File: src/common/rsq_map.svh
`ifndef RSQ_MAP_SVH
`define RSQ_MAP_SVH

// ==========================================================
// Clock and timing
`define RSQ_CLK_HZ 40000000
`define RSQ_RELEASE_DELAY_MS 100
`define RSQ_RELEASE_DELAY_CYC (`RSQ_RELEASE_DELAY_MS * (`RSQ_CLK_HZ / 1000))
`define RSQ_QUALIFY_US 100
`define RSQ_QUALIFY_CYC ((`RSQ_QUALIFY_US * (`RSQ_CLK_HZ / 1000) + 999) / 1000)
`define RSQ_STARTUP_LONG_CYC 1024
`define RSQ_STARTUP_SHORT_CYC 2

// ==========================================================
// Register offsets (byte addresses)
`define RSQ_CFG_OFS 4'h0
`define RSQ_STAT_OFS 4'h4
`define RSQ_CTRL_OFS 4'h8

// ==========================================================
// Field positions
`define RSQ_CFG_LOW_EN 0
`define RSQ_CFG_THR_LSB 1
`define RSQ_CFG_OSC_LSB 3
`define RSQ_CFG_STARTUP_SHORT 5
`define RSQ_STAT_TO 0
`define RSQ_STAT_PD 1
`define RSQ_STAT_LOW 2
`define RSQ_STAT_CAUSE_LSB 3
`define RSQ_STAT_BUSY 6
`define RSQ_CTRL_HALT 0

// ==========================================================
// Reset values
`define RSQ_CFG_RST 6'h01

`endif

File: src/common/rsq_pkg.sv
package rsq_pkg;

	typedef enum logic [4:0]
	{
		ST_RUN = 5'h01,
		ST_HOLD = 5'h02,
		ST_DELAY = 5'h04,
		ST_STARTUP = 5'h08,
		ST_INIT = 5'h10
	} rsq_state_e;

	typedef enum logic [2:0]
	{
		CAUSE_NONE = 3'h0,
		CAUSE_POR = 3'h1,
		CAUSE_PIN = 3'h2,
		CAUSE_LOW = 3'h3,
		CAUSE_WDT = 3'h4,
		CAUSE_WDT_IDLE = 3'h5
	} rsq_cause_e;

	typedef enum logic [1:0]
	{
		OSC_EXT_RC = 2'h0,
		OSC_INT_RC = 2'h1,
		OSC_FAST_XTAL = 2'h2,
		OSC_SLOW_XTAL = 2'h3
	} rsq_osc_e;

endpackage

File: src/rsq_sync2.sv
`timescale 1ns/1ps

module rsq_sync2 #(
	parameter logic RST_VAL = 1'b0
)
(
	input wire logic mclk_in,
	input wire logic srst_in,
	input wire logic async_in,
	output logic sync_out
);

	logic meta_ff;
	logic sync_ff;

	always_ff @(posedge mclk_in)
	begin
		if (srst_in)
		begin
			meta_ff <= RST_VAL;
			sync_ff <= RST_VAL;
		end
		else
		begin
			meta_ff <= async_in;
			sync_ff <= meta_ff;
		end
	end

	assign sync_out = sync_ff;

endmodule

File: src/rsq_count.sv
`timescale 1ns/1ps

module rsq_count #(
	parameter int W = 8
)
(
	input wire logic mclk_in,
	input wire logic srst_in,
	input wire logic clr_in,
	input wire logic en_in,
	input wire logic [W-1:0] limit_in,
	output logic done_out
);

	logic [W-1:0] cnt_ff;

	// Saturates at the limit so done stays up while enabled
	always_ff @(posedge mclk_in)
	begin
		if (srst_in || clr_in)
			cnt_ff <= '0;
		else if (en_in && (cnt_ff != limit_in))
			cnt_ff <= cnt_ff + 1'b1;
	end

	assign done_out = (cnt_ff == limit_in);

endmodule

File: src/rsq_top.sv
`timescale 1ns/1ps
`include "rsq_map.svh"

module rsq_top #(
	parameter int RELEASE_DELAY_CYC = `RSQ_RELEASE_DELAY_CYC,
	parameter int QUALIFY_CYC = `RSQ_QUALIFY_CYC
)
(
	input wire logic mclk_in,
	input wire logic srst_in,
	input wire logic ext_reset_pin_n_in,
	input wire logic low_supply_in,
	input wire logic wdt_timeout_in,
	input wire logic sleep_mode_in,
	input wire logic [3:0] avs_address_in,
	input wire logic avs_read_in,
	input wire logic avs_write_in,
	input wire logic [31:0] avs_writedata_in,
	input wire logic [3:0] avs_byteenable_in,
	output logic [31:0] avs_readdata_out,
	output logic avs_waitrequest_out,
	output logic [1:0] low_supply_threshold_out,
	output logic low_supply_enable_out,
	output logic core_reset_out,
	output logic pc_zero_out,
	output logic sp_zero_out,
	output logic sp_top_out,
	output logic irq_disable_out,
	output logic wdt_clear_out,
	output logic timer_off_out,
	output logic prescaler_clear_out,
	output logic io_input_out,
	output logic wake_out,
	output logic timeout_flag_out,
	output logic power_down_flag_out
);

	localparam int TW = 23;
	localparam logic [TW-1:0] DELAY_LIM = TW'(RELEASE_DELAY_CYC - 1);
	localparam logic [TW-1:0] STARTUP_LONG_LIM = TW'(`RSQ_STARTUP_LONG_CYC - 1);
	localparam logic [TW-1:0] STARTUP_SHORT_LIM = TW'(`RSQ_STARTUP_SHORT_CYC - 1);
	localparam int QW = 16;
	localparam logic [QW-1:0] QUAL_LIM = QW'(QUALIFY_CYC);

	// ==========================================================
	// Declarations
	rsq_pkg::rsq_state_e state_ff;
	rsq_pkg::rsq_state_e nxt_state;
	rsq_pkg::rsq_cause_e cause_ff;
	rsq_pkg::rsq_osc_e osc_sel;
	logic [5:0] cfg_ff;
	logic full_ff;
	logic por_ff;
	logic hold_ff;
	logic pin_n_sync;
	logic low_sync;
	logic pin_low;
	logic low_qual_done;
	logic low_trip;
	logic low_active;
	logic wdt_normal;
	logic wdt_idle;
	logic full_req;
	logic level_req;
	logic tmr_clr;
	logic tmr_en;
	logic tmr_done;
	logic [TW-1:0] tmr_lim;
	logic [TW-1:0] startup_lim;
	logic rc_clock;
	logic to_ff;
	logic pd_ff;
	logic set_to;
	logic set_pd;
	logic clr_to;
	logic clr_pd;
	logic halt_cmd;
	logic ack_ff;
	logic bus_req;
	logic wr_hit;
	logic [31:0] rd_ff;
	logic [31:0] rd_mux;
	logic init_full;
	logic init_idle;

	// ==========================================================
	// Input synchronisers
	rsq_sync2 #(
		.RST_VAL(1'b0)
	) u_pin_sync (
		.mclk_in(mclk_in),
		.srst_in(srst_in),
		.async_in(ext_reset_pin_n_in),
		.sync_out(pin_n_sync)
	);

	rsq_sync2 #(
		.RST_VAL(1'b0)
	) u_low_sync (
		.mclk_in(mclk_in),
		.srst_in(srst_in),
		.async_in(low_supply_in),
		.sync_out(low_sync)
	);

	assign pin_low = ~pin_n_sync;

	// ==========================================================
	// Low supply qualification
	// Config gates the detector so a disabled option never resets
	assign low_active = low_sync & cfg_ff[`RSQ_CFG_LOW_EN];

	rsq_count #(
		.W(QW)
	) u_low_qual (
		.mclk_in(mclk_in),
		.srst_in(srst_in),
		.clr_in(~low_active),
		.en_in(low_active),
		.limit_in(QUAL_LIM),
		.done_out(low_qual_done)
	);

	// Trips only once the low level outlasts the qualify window
	assign low_trip = low_qual_done & low_active;

	assign low_supply_enable_out = cfg_ff[`RSQ_CFG_LOW_EN];
	assign low_supply_threshold_out = cfg_ff[`RSQ_CFG_THR_LSB +: 2];

	// ==========================================================
	// Request classification
	assign wdt_normal = wdt_timeout_in & ~sleep_mode_in;
	assign wdt_idle = wdt_timeout_in & sleep_mode_in;
	assign level_req = pin_low | low_trip;
	assign full_req = level_req | wdt_normal;

	// ==========================================================
	// Startup timer length
	assign osc_sel = rsq_pkg::rsq_osc_e'(cfg_ff[`RSQ_CFG_OSC_LSB +: 2]);
	assign rc_clock = (osc_sel == rsq_pkg::OSC_EXT_RC) || (osc_sel == rsq_pkg::OSC_INT_RC);
	// Crystals always need the long count to settle
	assign startup_lim = (rc_clock && cfg_ff[`RSQ_CFG_STARTUP_SHORT]) ? STARTUP_SHORT_LIM
		: STARTUP_LONG_LIM;

	assign tmr_lim = (state_ff == rsq_pkg::ST_DELAY) ? DELAY_LIM : startup_lim;
	assign tmr_en = (state_ff == rsq_pkg::ST_DELAY) || (state_ff == rsq_pkg::ST_STARTUP);
	assign tmr_clr = (nxt_state != state_ff);

	rsq_count #(
		.W(TW)
	) u_seq_timer (
		.mclk_in(mclk_in),
		.srst_in(srst_in),
		.clr_in(tmr_clr),
		.en_in(tmr_en),
		.limit_in(tmr_lim),
		.done_out(tmr_done)
	);

	// ==========================================================
	// Sequencer
	always_comb
	begin
		nxt_state = state_ff;
		case (state_ff)
			rsq_pkg::ST_RUN:
			begin
				if (full_req)
					nxt_state = rsq_pkg::ST_HOLD;
				else if (wdt_idle)
					nxt_state = rsq_pkg::ST_STARTUP;
			end
			rsq_pkg::ST_HOLD:
			begin
				if (!level_req)
					nxt_state = rsq_pkg::ST_DELAY;
			end
			rsq_pkg::ST_DELAY:
			begin
				if (level_req)
					nxt_state = rsq_pkg::ST_HOLD;
				else if (tmr_done)
					nxt_state = rsq_pkg::ST_STARTUP;
			end
			rsq_pkg::ST_STARTUP:
			begin
				if (level_req)
					nxt_state = rsq_pkg::ST_HOLD;
				else if (tmr_done)
					nxt_state = rsq_pkg::ST_INIT;
			end
			rsq_pkg::ST_INIT:
			begin
				if (full_req)
					nxt_state = rsq_pkg::ST_HOLD;
				else
					nxt_state = rsq_pkg::ST_RUN;
			end
			default:
			begin
				nxt_state = rsq_pkg::ST_HOLD;
			end
		endcase
	end

	// Power-on starts in the hold state so the release delay runs
	always_ff @(posedge mclk_in)
	begin
		if (srst_in)
			state_ff <= rsq_pkg::ST_HOLD;
		else
			state_ff <= nxt_state;
	end

	// Remembers whether the sequence in progress is a full reset
	always_ff @(posedge mclk_in)
	begin
		if (srst_in)
			full_ff <= 1'b1;
		else if (nxt_state == rsq_pkg::ST_HOLD)
			full_ff <= 1'b1;
		else if ((state_ff == rsq_pkg::ST_RUN) && wdt_idle)
			full_ff <= 1'b0;
	end

	always_ff @(posedge mclk_in)
	begin
		if (srst_in)
			por_ff <= 1'b1;
		else if (state_ff == rsq_pkg::ST_INIT)
			por_ff <= 1'b0;
	end

	// ==========================================================
	// Cause record
	always_ff @(posedge mclk_in)
	begin
		if (srst_in)
			cause_ff <= rsq_pkg::CAUSE_POR;
		else if ((state_ff == rsq_pkg::ST_RUN) || (state_ff == rsq_pkg::ST_INIT))
		begin
			// Power-on is never overwritten until it has completed
			if (por_ff)
				cause_ff <= rsq_pkg::CAUSE_POR;
			else if (pin_low)
				cause_ff <= rsq_pkg::CAUSE_PIN;
			else if (low_trip)
				cause_ff <= rsq_pkg::CAUSE_LOW;
			else if (wdt_normal)
				cause_ff <= rsq_pkg::CAUSE_WDT;
			else if (wdt_idle && (state_ff == rsq_pkg::ST_RUN))
				cause_ff <= rsq_pkg::CAUSE_WDT_IDLE;
		end
	end

	// ==========================================================
	// Core reset
	// Asserted straight from the request, released only from a flop
	always_ff @(posedge mclk_in)
	begin
		if (srst_in)
			hold_ff <= 1'b1;
		else
			// In run only a live full request raises it, so an idle wake stays quiet
			hold_ff <= (full_ff && (state_ff != rsq_pkg::ST_RUN)) ? (nxt_state != rsq_pkg::ST_RUN)
				: full_req;
	end

	assign core_reset_out = hold_ff | full_req;

	// ==========================================================
	// Reset flags
	// Pin or low supply masks a coincident watchdog event
	assign set_to = (state_ff == rsq_pkg::ST_RUN) && !por_ff && !level_req
		&& wdt_timeout_in;
	assign set_pd = (state_ff == rsq_pkg::ST_RUN) && !por_ff && !level_req
		&& wdt_idle;
	assign clr_to = wr_hit && (avs_address_in == `RSQ_STAT_OFS)
		&& avs_writedata_in[`RSQ_STAT_TO];
	assign clr_pd = wr_hit && (avs_address_in == `RSQ_STAT_OFS)
		&& avs_writedata_in[`RSQ_STAT_PD];
	assign halt_cmd = wr_hit && (avs_address_in == `RSQ_CTRL_OFS)
		&& avs_writedata_in[`RSQ_CTRL_HALT];

	// Power-on clears both flags through the sync reset
	always_ff @(posedge mclk_in)
	begin
		if (srst_in)
			to_ff <= 1'b0;
		else if (set_to)
			to_ff <= 1'b1;
		else if (clr_to)
			to_ff <= 1'b0;
	end

	always_ff @(posedge mclk_in)
	begin
		if (srst_in)
			pd_ff <= 1'b0;
		else if (set_pd || halt_cmd)
			pd_ff <= 1'b1;
		else if (clr_pd)
			pd_ff <= 1'b0;
	end

	assign timeout_flag_out = to_ff;
	assign power_down_flag_out = pd_ff;

	// ==========================================================
	// Initialisation strobes
	assign init_full = (state_ff == rsq_pkg::ST_INIT) && full_ff;
	assign init_idle = (state_ff == rsq_pkg::ST_INIT) && !full_ff;

	always_ff @(posedge mclk_in)
	begin
		if (srst_in)
		begin
			pc_zero_out <= 1'b0;
			sp_zero_out <= 1'b0;
			sp_top_out <= 1'b0;
			irq_disable_out <= 1'b0;
			wdt_clear_out <= 1'b0;
			timer_off_out <= 1'b0;
			prescaler_clear_out <= 1'b0;
			io_input_out <= 1'b0;
			wake_out <= 1'b0;
		end
		else
		begin
			pc_zero_out <= init_full | init_idle;
			sp_zero_out <= init_idle;
			sp_top_out <= init_full;
			irq_disable_out <= init_full;
			wdt_clear_out <= init_full | init_idle;
			timer_off_out <= init_full;
			prescaler_clear_out <= init_full;
			io_input_out <= init_full;
			wake_out <= init_idle;
		end
	end

	// ==========================================================
	// Avalon-MM slave
	// Every access takes exactly one wait cycle
	assign bus_req = (avs_read_in | avs_write_in) & ~ack_ff;
	assign avs_waitrequest_out = bus_req;
	assign wr_hit = avs_write_in & ack_ff & avs_byteenable_in[0];

	always_ff @(posedge mclk_in)
	begin
		if (srst_in)
			ack_ff <= 1'b0;
		else
			ack_ff <= bus_req;
	end

	always_comb
	begin
		rd_mux = 32'h0;
		case (avs_address_in)
			`RSQ_CFG_OFS:
			begin
				rd_mux[5:0] = cfg_ff;
			end
			`RSQ_STAT_OFS:
			begin
				rd_mux[`RSQ_STAT_TO] = to_ff;
				rd_mux[`RSQ_STAT_PD] = pd_ff;
				rd_mux[`RSQ_STAT_LOW] = low_sync;
				rd_mux[`RSQ_STAT_CAUSE_LSB +: 3] = cause_ff;
				rd_mux[`RSQ_STAT_BUSY] = state_ff != rsq_pkg::ST_RUN;
			end
			default:
			begin
				rd_mux = 32'h0;
			end
		endcase
	end

	always_ff @(posedge mclk_in)
	begin
		if (srst_in)
			rd_ff <= 32'h0;
		else if (avs_read_in && bus_req)
			rd_ff <= rd_mux;
	end

	assign avs_readdata_out = rd_ff;

	always_ff @(posedge mclk_in)
	begin
		if (srst_in)
			cfg_ff <= `RSQ_CFG_RST;
		else if (wr_hit && (avs_address_in == `RSQ_CFG_OFS))
			cfg_ff <= avs_writedata_in[5:0];
	end

endmodule

File: config.mk
export PLATFORM = sky130hd
export DESIGN_NAME = rsq_top
export DESIGN_NICKNAME = d
export VERILOG_FILES = /design/src/common/rsq_pkg.sv /design/src/rsq_sync2.sv /design/src/rsq_count.sv /design/src/rsq_top.sv
export VERILOG_INCLUDE_DIRS = /design/src /design/src/common
export SDC_FILE = /design/constraint.sdc
export NUM_CORES = 1
export LEC_CHECK = 0
export BUFFER_PORTS_ARGS = -buffer_cell sky130_fd_sc_hd__clkbuf_2
export CAP_MARGIN = 0
export CORE_MARGIN = 3
export CORE_UTILIZATION = 58
export CTS_CLUSTER_SIZE = 30
export DETAILED_ROUTE_END_ITERATION = 6
export GPL_ROUTABILITY_DRIVEN = 0
export GPL_TIMING_DRIVEN = 1
export PLACE_DENSITY = 0.89
export SYNTH_ARGS = -nofsm -noshare
export SYNTH_HDL_FRONTEND = slang
export SYNTH_SLANG_ARGS = --single-unit
File: constraint.sdc
create_clock -name mclk_in -period 5.8 [get_ports mclk_in]
set_input_delay 0.29 -clock mclk_in [delete_from_list [all_inputs] [get_ports mclk_in]]
set_output_delay 0.29 -clock mclk_in [all_outputs]
set_load 0.1 [all_outputs]
## Word level (Yosys, flattened, before mapping)

Cells that the tools add are included.

- Bits in registers: 73
- Bits in read-only memories: 0
- Input port bits: 48
- Output and inout port bits: 48
- Memory bits (writable): 0
- Memories kept: 0
- Logic and storage cells: 110
- Bits in latches: 0

- $mul: 0
- Divide/modulo/power cells: 0
- Add/subtract/negate cells: 2
- Magnitude comparators: 0
- Reductions and logical operators: 33
- Mux-type cells: 23
- Bitwise operators: 16
- Shifts and indexed selects: 0
- Equality and inequality tests: 17

Operator list:

| cell | count |
|---|---|
| 2-to-1 mux 5 bit | 7 |
| case mux 5 bit (5 select lines) | 1 |
| adder 23 x 1 -> 23 bit, second input constant | 1 |
| == test 23 x 22 -> 1 bit | 1 |
| != test 23 x 22 -> 1 bit | 1 |
| 2-to-1 mux 22 bit | 1 |
| logical AND 1 bit | 18 |
| adder 16 x 1 -> 16 bit, second input constant | 1 |
| == test 16 x 12 -> 1 bit, second input constant | 1 |
| != test 16 x 12 -> 1 bit, second input constant | 1 |
| 2-to-1 mux 3 bit | 5 |
| case mux 6 bit (2 select lines) | 1 |
| == test 5 x 2 -> 1 bit, second input constant | 2 |
| 2-to-1 mux 10 bit | 1 |
| != test 5 x 1 -> 1 bit, second input constant | 2 |
| AND 1 bit | 7 |
| logical OR 1 bit | 6 |
| 2-to-1 mux 1 bit | 6 |
| == test 5 x 1 -> 1 bit, second input constant | 1 |
| == test 5 x 3 -> 1 bit, second input constant | 1 |
| == test 5 x 4 -> 1 bit, second input constant | 1 |
| == test 5 bit, second input constant | 1 |
| != test 5 bit | 1 |
| != test 5 bit, second input constant | 1 |
| 12 further kinds | 22 |

## Logic depth before layout (Yosys ltp)

- Depth after elaboration: 11
- Depth in mapped cells: 9
- Mapped depth without buffers: 8

## Cells and area by module

From an unflattened synthesis, not the netlist that was laid out.

- Cell total of the unflattened synthesis: 509
- Area, all modules: 4270.3 µm²

Modules (own cells, without submodules):

| module | instances | seq. area each (µm²) | cells each | area an instance (µm²) |
|---|---|---|---|---|
| rsq_top | 1 | 600.6 | 211 | 1726.7 |
| rsq_count (u_seq_timer) | 1 | 460.4 | 171 | 1442.6 |
| rsq_count (u_low_qual) | 1 | 320.3 | 119 | 996.0 |
| rsq_sync2 | 2 | 40.0 | 4 | 52.6 |

## Worst setup path before layout

Ideal clock, no wire load.

- Kind: register -> output
- From: reg cfg_ff[0]
- To: out core_reset_out
- Arrival: 2178 ps
- Required time: 5510 ps
- Cell stages (with the launch flop): 4
- Path slack: 3332 ps
- Path buffers: 0
- Cell sequence: dfxtp_1 > nand2_1 > o21ai_2 > or3_1

- Cells in the longest elaborated chain, start to end: 5

RTL lines:

| element | line | text |
|---|---|---|
| start: declaration | rsq_top.sv:51 | `logic [5:0] cfg_ff;` |
| start signal: assignment | rsq_top.sv:393 | `` cfg_ff <= `RSQ_CFG_RST; `` |
| start signal: assignment | rsq_top.sv:395 | `cfg_ff <= avs_writedata_in[5:0];` |
| AND 1 bit | rsq_top.sv:111 | `` assign low_active = low_sync & cfg_ff[`RSQ_CFG_LOW_EN]; `` |
| AND 1 bit | rsq_top.sv:125 | `assign low_trip = low_qual_done & low_active;` |
| bitwise OR 1 bit | rsq_top.sv:134 | `assign level_req = pin_low \| low_trip;` |
| bitwise OR 1 bit | rsq_top.sv:135 | `assign full_req = level_req \| wdt_normal;` |
| bitwise OR 1 bit | rsq_top.sv:269 | `assign core_reset_out = hold_ff \| full_req;` |
| end: declaration | rsq_top.sv:24 | `output logic core_reset_out,` |

No other way between the ends.

## Worst setup path after layout

- From: reg u_seq_timer.cnt_ff[13]
- To: reg u_seq_timer.cnt_ff[19]

- Cells in the longest elaborated chain, start to end: 6
- Elaborated cells between the ends (all ways): 11
- Those cells by class: add/sub (1); eq/ne (3); mux (5); reduce/logical (2)

RTL lines:

| element | line | text |
|---|---|---|
| start: declaration | rsq_count.sv:15 | `logic [W-1:0] cnt_ff;` |
| start signal: assignment | rsq_count.sv:23 | `cnt_ff <= cnt_ff + 1'b1;` |
| == test 23 x 22 -> 1 bit | rsq_count.sv:26 | `assign done_out = (cnt_ff == limit_in);` |
| 2-to-1 mux 5 bit (on tied branches) | rsq_top.sv:189, rsq_top.sv:182 |  |
| 2-to-1 mux 5 bit (on tied branches) | rsq_top.sv:187, rsq_top.sv:180 |  |
| case mux 5 bit (5 select lines) | rsq_top.sv:165 | `case (state_ff)` |
| != test 5 bit | rsq_top.sv:147 | `assign tmr_clr = (nxt_state != state_ff);` |
| logical OR 1 bit | rsq_count.sv:20 | `if (srst_in \|\| clr_in)` |

Several ways; a longest one is shown, not always the timed one.
A chain may end at the register's enable or synchronous reset.

==> out/metrics.json <==
{
  "timing.setup.critical_path_class": "reg2reg",
  "worstPathRequired_ns": 5.98,
  "max-slew-margin-rel_pct": 13.2,
  "cp-start-kind": "flop",
  "first_global_vias": 2952,
  "die_height_um": 87.3,
  "grt_antenna_before_repair": 0,
  "htreeDepth": 3,
  "cts-resized-gates": 0,
  "synth-edff-count": 0,
  "total_leakage_power_nw": 1.46,
  "critical_path_arrival_ns": 3.25,
  "antenna_cells": 0,
  "drt-wirelength-per-cell_um": 15.1,
  "area_taken_by_flip_flops_and_latches_um2": 1460,
  "dieWidth_um": 87.3,
  "fp.dieArea_um2": 7620,
  "multiInputGateArea_um2": 2110,
  "design.final.nets": 506,
  "power_per_cell_area_nw_per_um2": 256,
  "num-fill-cells": 468,
  "routed_wl_um": 8090,
  "stdcell_count": 535,
  "grt.total_usage_pct": 21.6,
  "clkLatencyLatePin_ns": 0.35,
  "grt_overflow_total": 0,
  "mostFrequentLayoutCells": "sky130_fd_sc_hd__dfxtp_1, sky130_fd_sc_hd__nor2_1, sky130_fd_sc_hd__clkbuf_2",
  "holdCritPathClass": "in2reg",
  "tightestPinTransition_ns": 1.29,
  "ys_seq_elements": 73,
  "crit_share_post_route_pct": 53.0,
  "postCtsSetupRepairBufs": 0,
  "min_clock_period_post_route_ns": 3.07,
  "detailedRoute.firstPassIterationCount": 4,
  "final.setup.tns_ns": 0,
  "vdd_ir_drop_max_v": 0.000217,
  "netlist_area_um2": 3830,
  "netlist-cell-type-count": 56,
  "synth-seq-area-share_pct": 38.1,
  "syn_inst": 429,
  "max_clock_freq_mhz": 326,
  "synthesis.yosys.warnings": 0,
  "yosys_most_used_dff": "sky130_fd_sc_hd__dfxtp_1",
  "tritoncts_clock_tree": "built",
  "design.core.area_um2": 6170,
  "grt_setup_unrepaired": "false",
  "finalHoldViolCount": 0,
  "critical_path.max_fanout": 23,
  "largest_net_degree_at_the_start_of_global_routing": 30,
  "syn_area_per_cell_um2": 8.94,
  "detailroute.via_count": 3163,
  "hpwl_um": 5660,
  "grt_pass1_wl_um": 13200,
  "cp-end-kind": "flop",
  "synthArstFlopShare_pct": 0,
  "initial_utilization_pct": 62.2,
  "synth_area_leader_cell": "sky130_fd_sc_hd__dfxtp_1",
  "dp_cells": 519,
  "layout-drive-gt1-share_pct": 17.6,
  "cts.sink_count": 73,
  "boundaryPins": 96,
  "placementRows": 28,
  "cts.clk_slew.worst_paths_ns": 0.08,
  "drt_first_iter_violations": 151,
  "post_drt_via_cell_ratio": 5.91,
  "clk_root_buffer_cell": "sky130_fd_sc_hd__clkbuf_8",
  "outcome": "completed",
  "route.antenna.remaining_nets": 0,
  "synth.area.top_cells": "sky130_fd_sc_hd__dfxtp_1, sky130_fd_sc_hd__buf_4, sky130_fd_sc_hd__nor2_1",
  "cts_made_buffers": 9,
  "remaining_drc_errors": 0,
  "top_area_cell_type_share_of_the_netlist_area_pct": 38.1,
  "clock_tree.buffer_depth": 2,
  "io_buffers": 41,
  "cts_hold_repair.buffers": 0,
  "maxCapViolations": 0,
  "report.final.setup_viol": 0,
  "finClkSkew_ns": 0.00770,
  "final_common_cell": "sky130_fd_sc_hd__dfxtp_1",
  "syn_to_final_growth_pct": 6.53,
  "final_max_slew_viol_count": 0
}
-- metrics by stage --
| step | total power, mW | util (%) | worst slack, ns | hold slack, ns | cell area [µm²] |
|---|---|---|---|---|---|
| global route | 1.08 | 66.3 | 2.46 | 0.155 | 4090 |
| finish | 1.05 | 66.3 | 2.73 | 0.142 | 4090 |
| global placement | 0.658 | 63.1 | 2.91 | 0.416 | 3890 |
| detailed placement | 0.660 | 63.1 | 2.82 | 0.429 | 3890 |
| floorplan | 0.657 | - | 3.33 | 0.408 | 3930 |
| CTS | 1.05 | 66.3 | 2.76 | 0.132 | 4090 |
-- layout make-up --
cell class,instances,area share (%)
repair buffers,42,5.21
flip-flops and latches,73,35.8
clock buffers,10,3.12
inverters,4,0.368
clock inverters,6,1.65
multi-input cells,325,51.6
well taps,75,2.30
-- registers in the layout (all words and copies together) (netlist names), 3 cells and up --
signal	count
u_low_qual.cnt_ff	16
cause_ff	3
u_seq_timer.cnt_ff	23
avs_readdata_out	7
state_ff	5
cfg_ff	6
-- cells by family after synthesis --
group	count (synthesis)	share of synthesized area [%]
other	1	0.0978
xor gates and xnor gates	30	6.85
AOI/OAI and AO/OA	66	13.9
buffers and inverters	55	9.30
adders and majority gates	3	0.979
muxes	9	2.35
and+or+nand+nor	192	28.4
DFF	73	38.1
-- synth_stat cells (2+ instances only) --
master and number:
sky130_fd_sc_hd__xor2_1 15, sky130_fd_sc_hd__nor2_1 43, sky130_fd_sc_hd__nand4_1 13, sky130_fd_sc_hd__or4_1 4, sky130_fd_sc_hd__and3_1 15, sky130_fd_sc_hd__a31oi_1 2, sky130_fd_sc_hd__a21o_1 4, sky130_fd_sc_hd__or2_2 3
sky130_fd_sc_hd__nor4_1 19, sky130_fd_sc_hd__clkbuf_1 7, sky130_fd_sc_hd__nand2b_1 5, sky130_fd_sc_hd__inv_1 4, sky130_fd_sc_hd__ha_1 3, sky130_fd_sc_hd__nor4_2 2, sky130_fd_sc_hd__nor4b_1 4, sky130_fd_sc_hd__nand3_1 13
sky130_fd_sc_hd__o31ai_1 4, sky130_fd_sc_hd__a22oi_1 6, sky130_fd_sc_hd__a21oi_1 9, sky130_fd_sc_hd__dfxtp_1 73, sky130_fd_sc_hd__a211oi_1 10, sky130_fd_sc_hd__a211o_1 4, sky130_fd_sc_hd__nand2_1 29, sky130_fd_sc_hd__and4_1 4
sky130_fd_sc_hd__mux2i_1 9, sky130_fd_sc_hd__xnor2_1 15, sky130_fd_sc_hd__nor2b_1 12, sky130_fd_sc_hd__o21ai_1 3, sky130_fd_sc_hd__or3_1 6, sky130_fd_sc_hd__buf_2 6, sky130_fd_sc_hd__buf_4 36, sky130_fd_sc_hd__o21ai_0 7
sky130_fd_sc_hd__nor3_1 7, sky130_fd_sc_hd__and2_1 4, sky130_fd_sc_hd__a2111oi_2 8
-- power breakdown --
part | switching [mW] | internal (mW) | leakage (nW)
Combinational | 0.123 | 0.0156 | 0.776
Sequential | 0.00381 | 0.506 | 0.591
Clock | 0.198 | 0.200 | 0.0929
-- per-layer routing --
layer | part of all wire [%] | up-vias | global-route usage, % | wire, µm
met3 | 6.3 | 11 | 3.88 | 508
met1 | 42 | 1484 | 26.2 | 3440
met5 | 0 | - | 0 | 0
met2 | 49 | 116 | 37.2 | 3980
met4 | 2.0 | 0 | 9.48 | 160
li1 | - | 1552 | - | -
-- worst max-delay path, cell delays in order (launching register included) --
cell and delay (ns):
sky130_fd_sc_hd__dfxtp_1 0.35, sky130_fd_sc_hd__nor4_2 0.47, sky130_fd_sc_hd__nand4_1 0.14, sky130_fd_sc_hd__mux2i_1 0.52
sky130_fd_sc_hd__a21oi_1 0.29, sky130_fd_sc_hd__a21boi_2 1.01, sky130_fd_sc_hd__nor4_1 0.11
-- path summary, 6_finish.rpt --
path	start	to	slack, ns	cells after the start
setup reg to reg	u_seq_timer.cnt_ff[13]	u_seq_timer.cnt_ff[19]	2.73	6
hold / removal	low_supply_in	u_low_sync.meta_ff	0.14	2
hold reg to reg	u_pin_sync.meta_ff	u_pin_sync.sync_out	0.44	1
setup / recovery	u_seq_timer.cnt_ff[13]	u_seq_timer.cnt_ff[19]	2.73	6
Power figures use the tool's default switching activity.
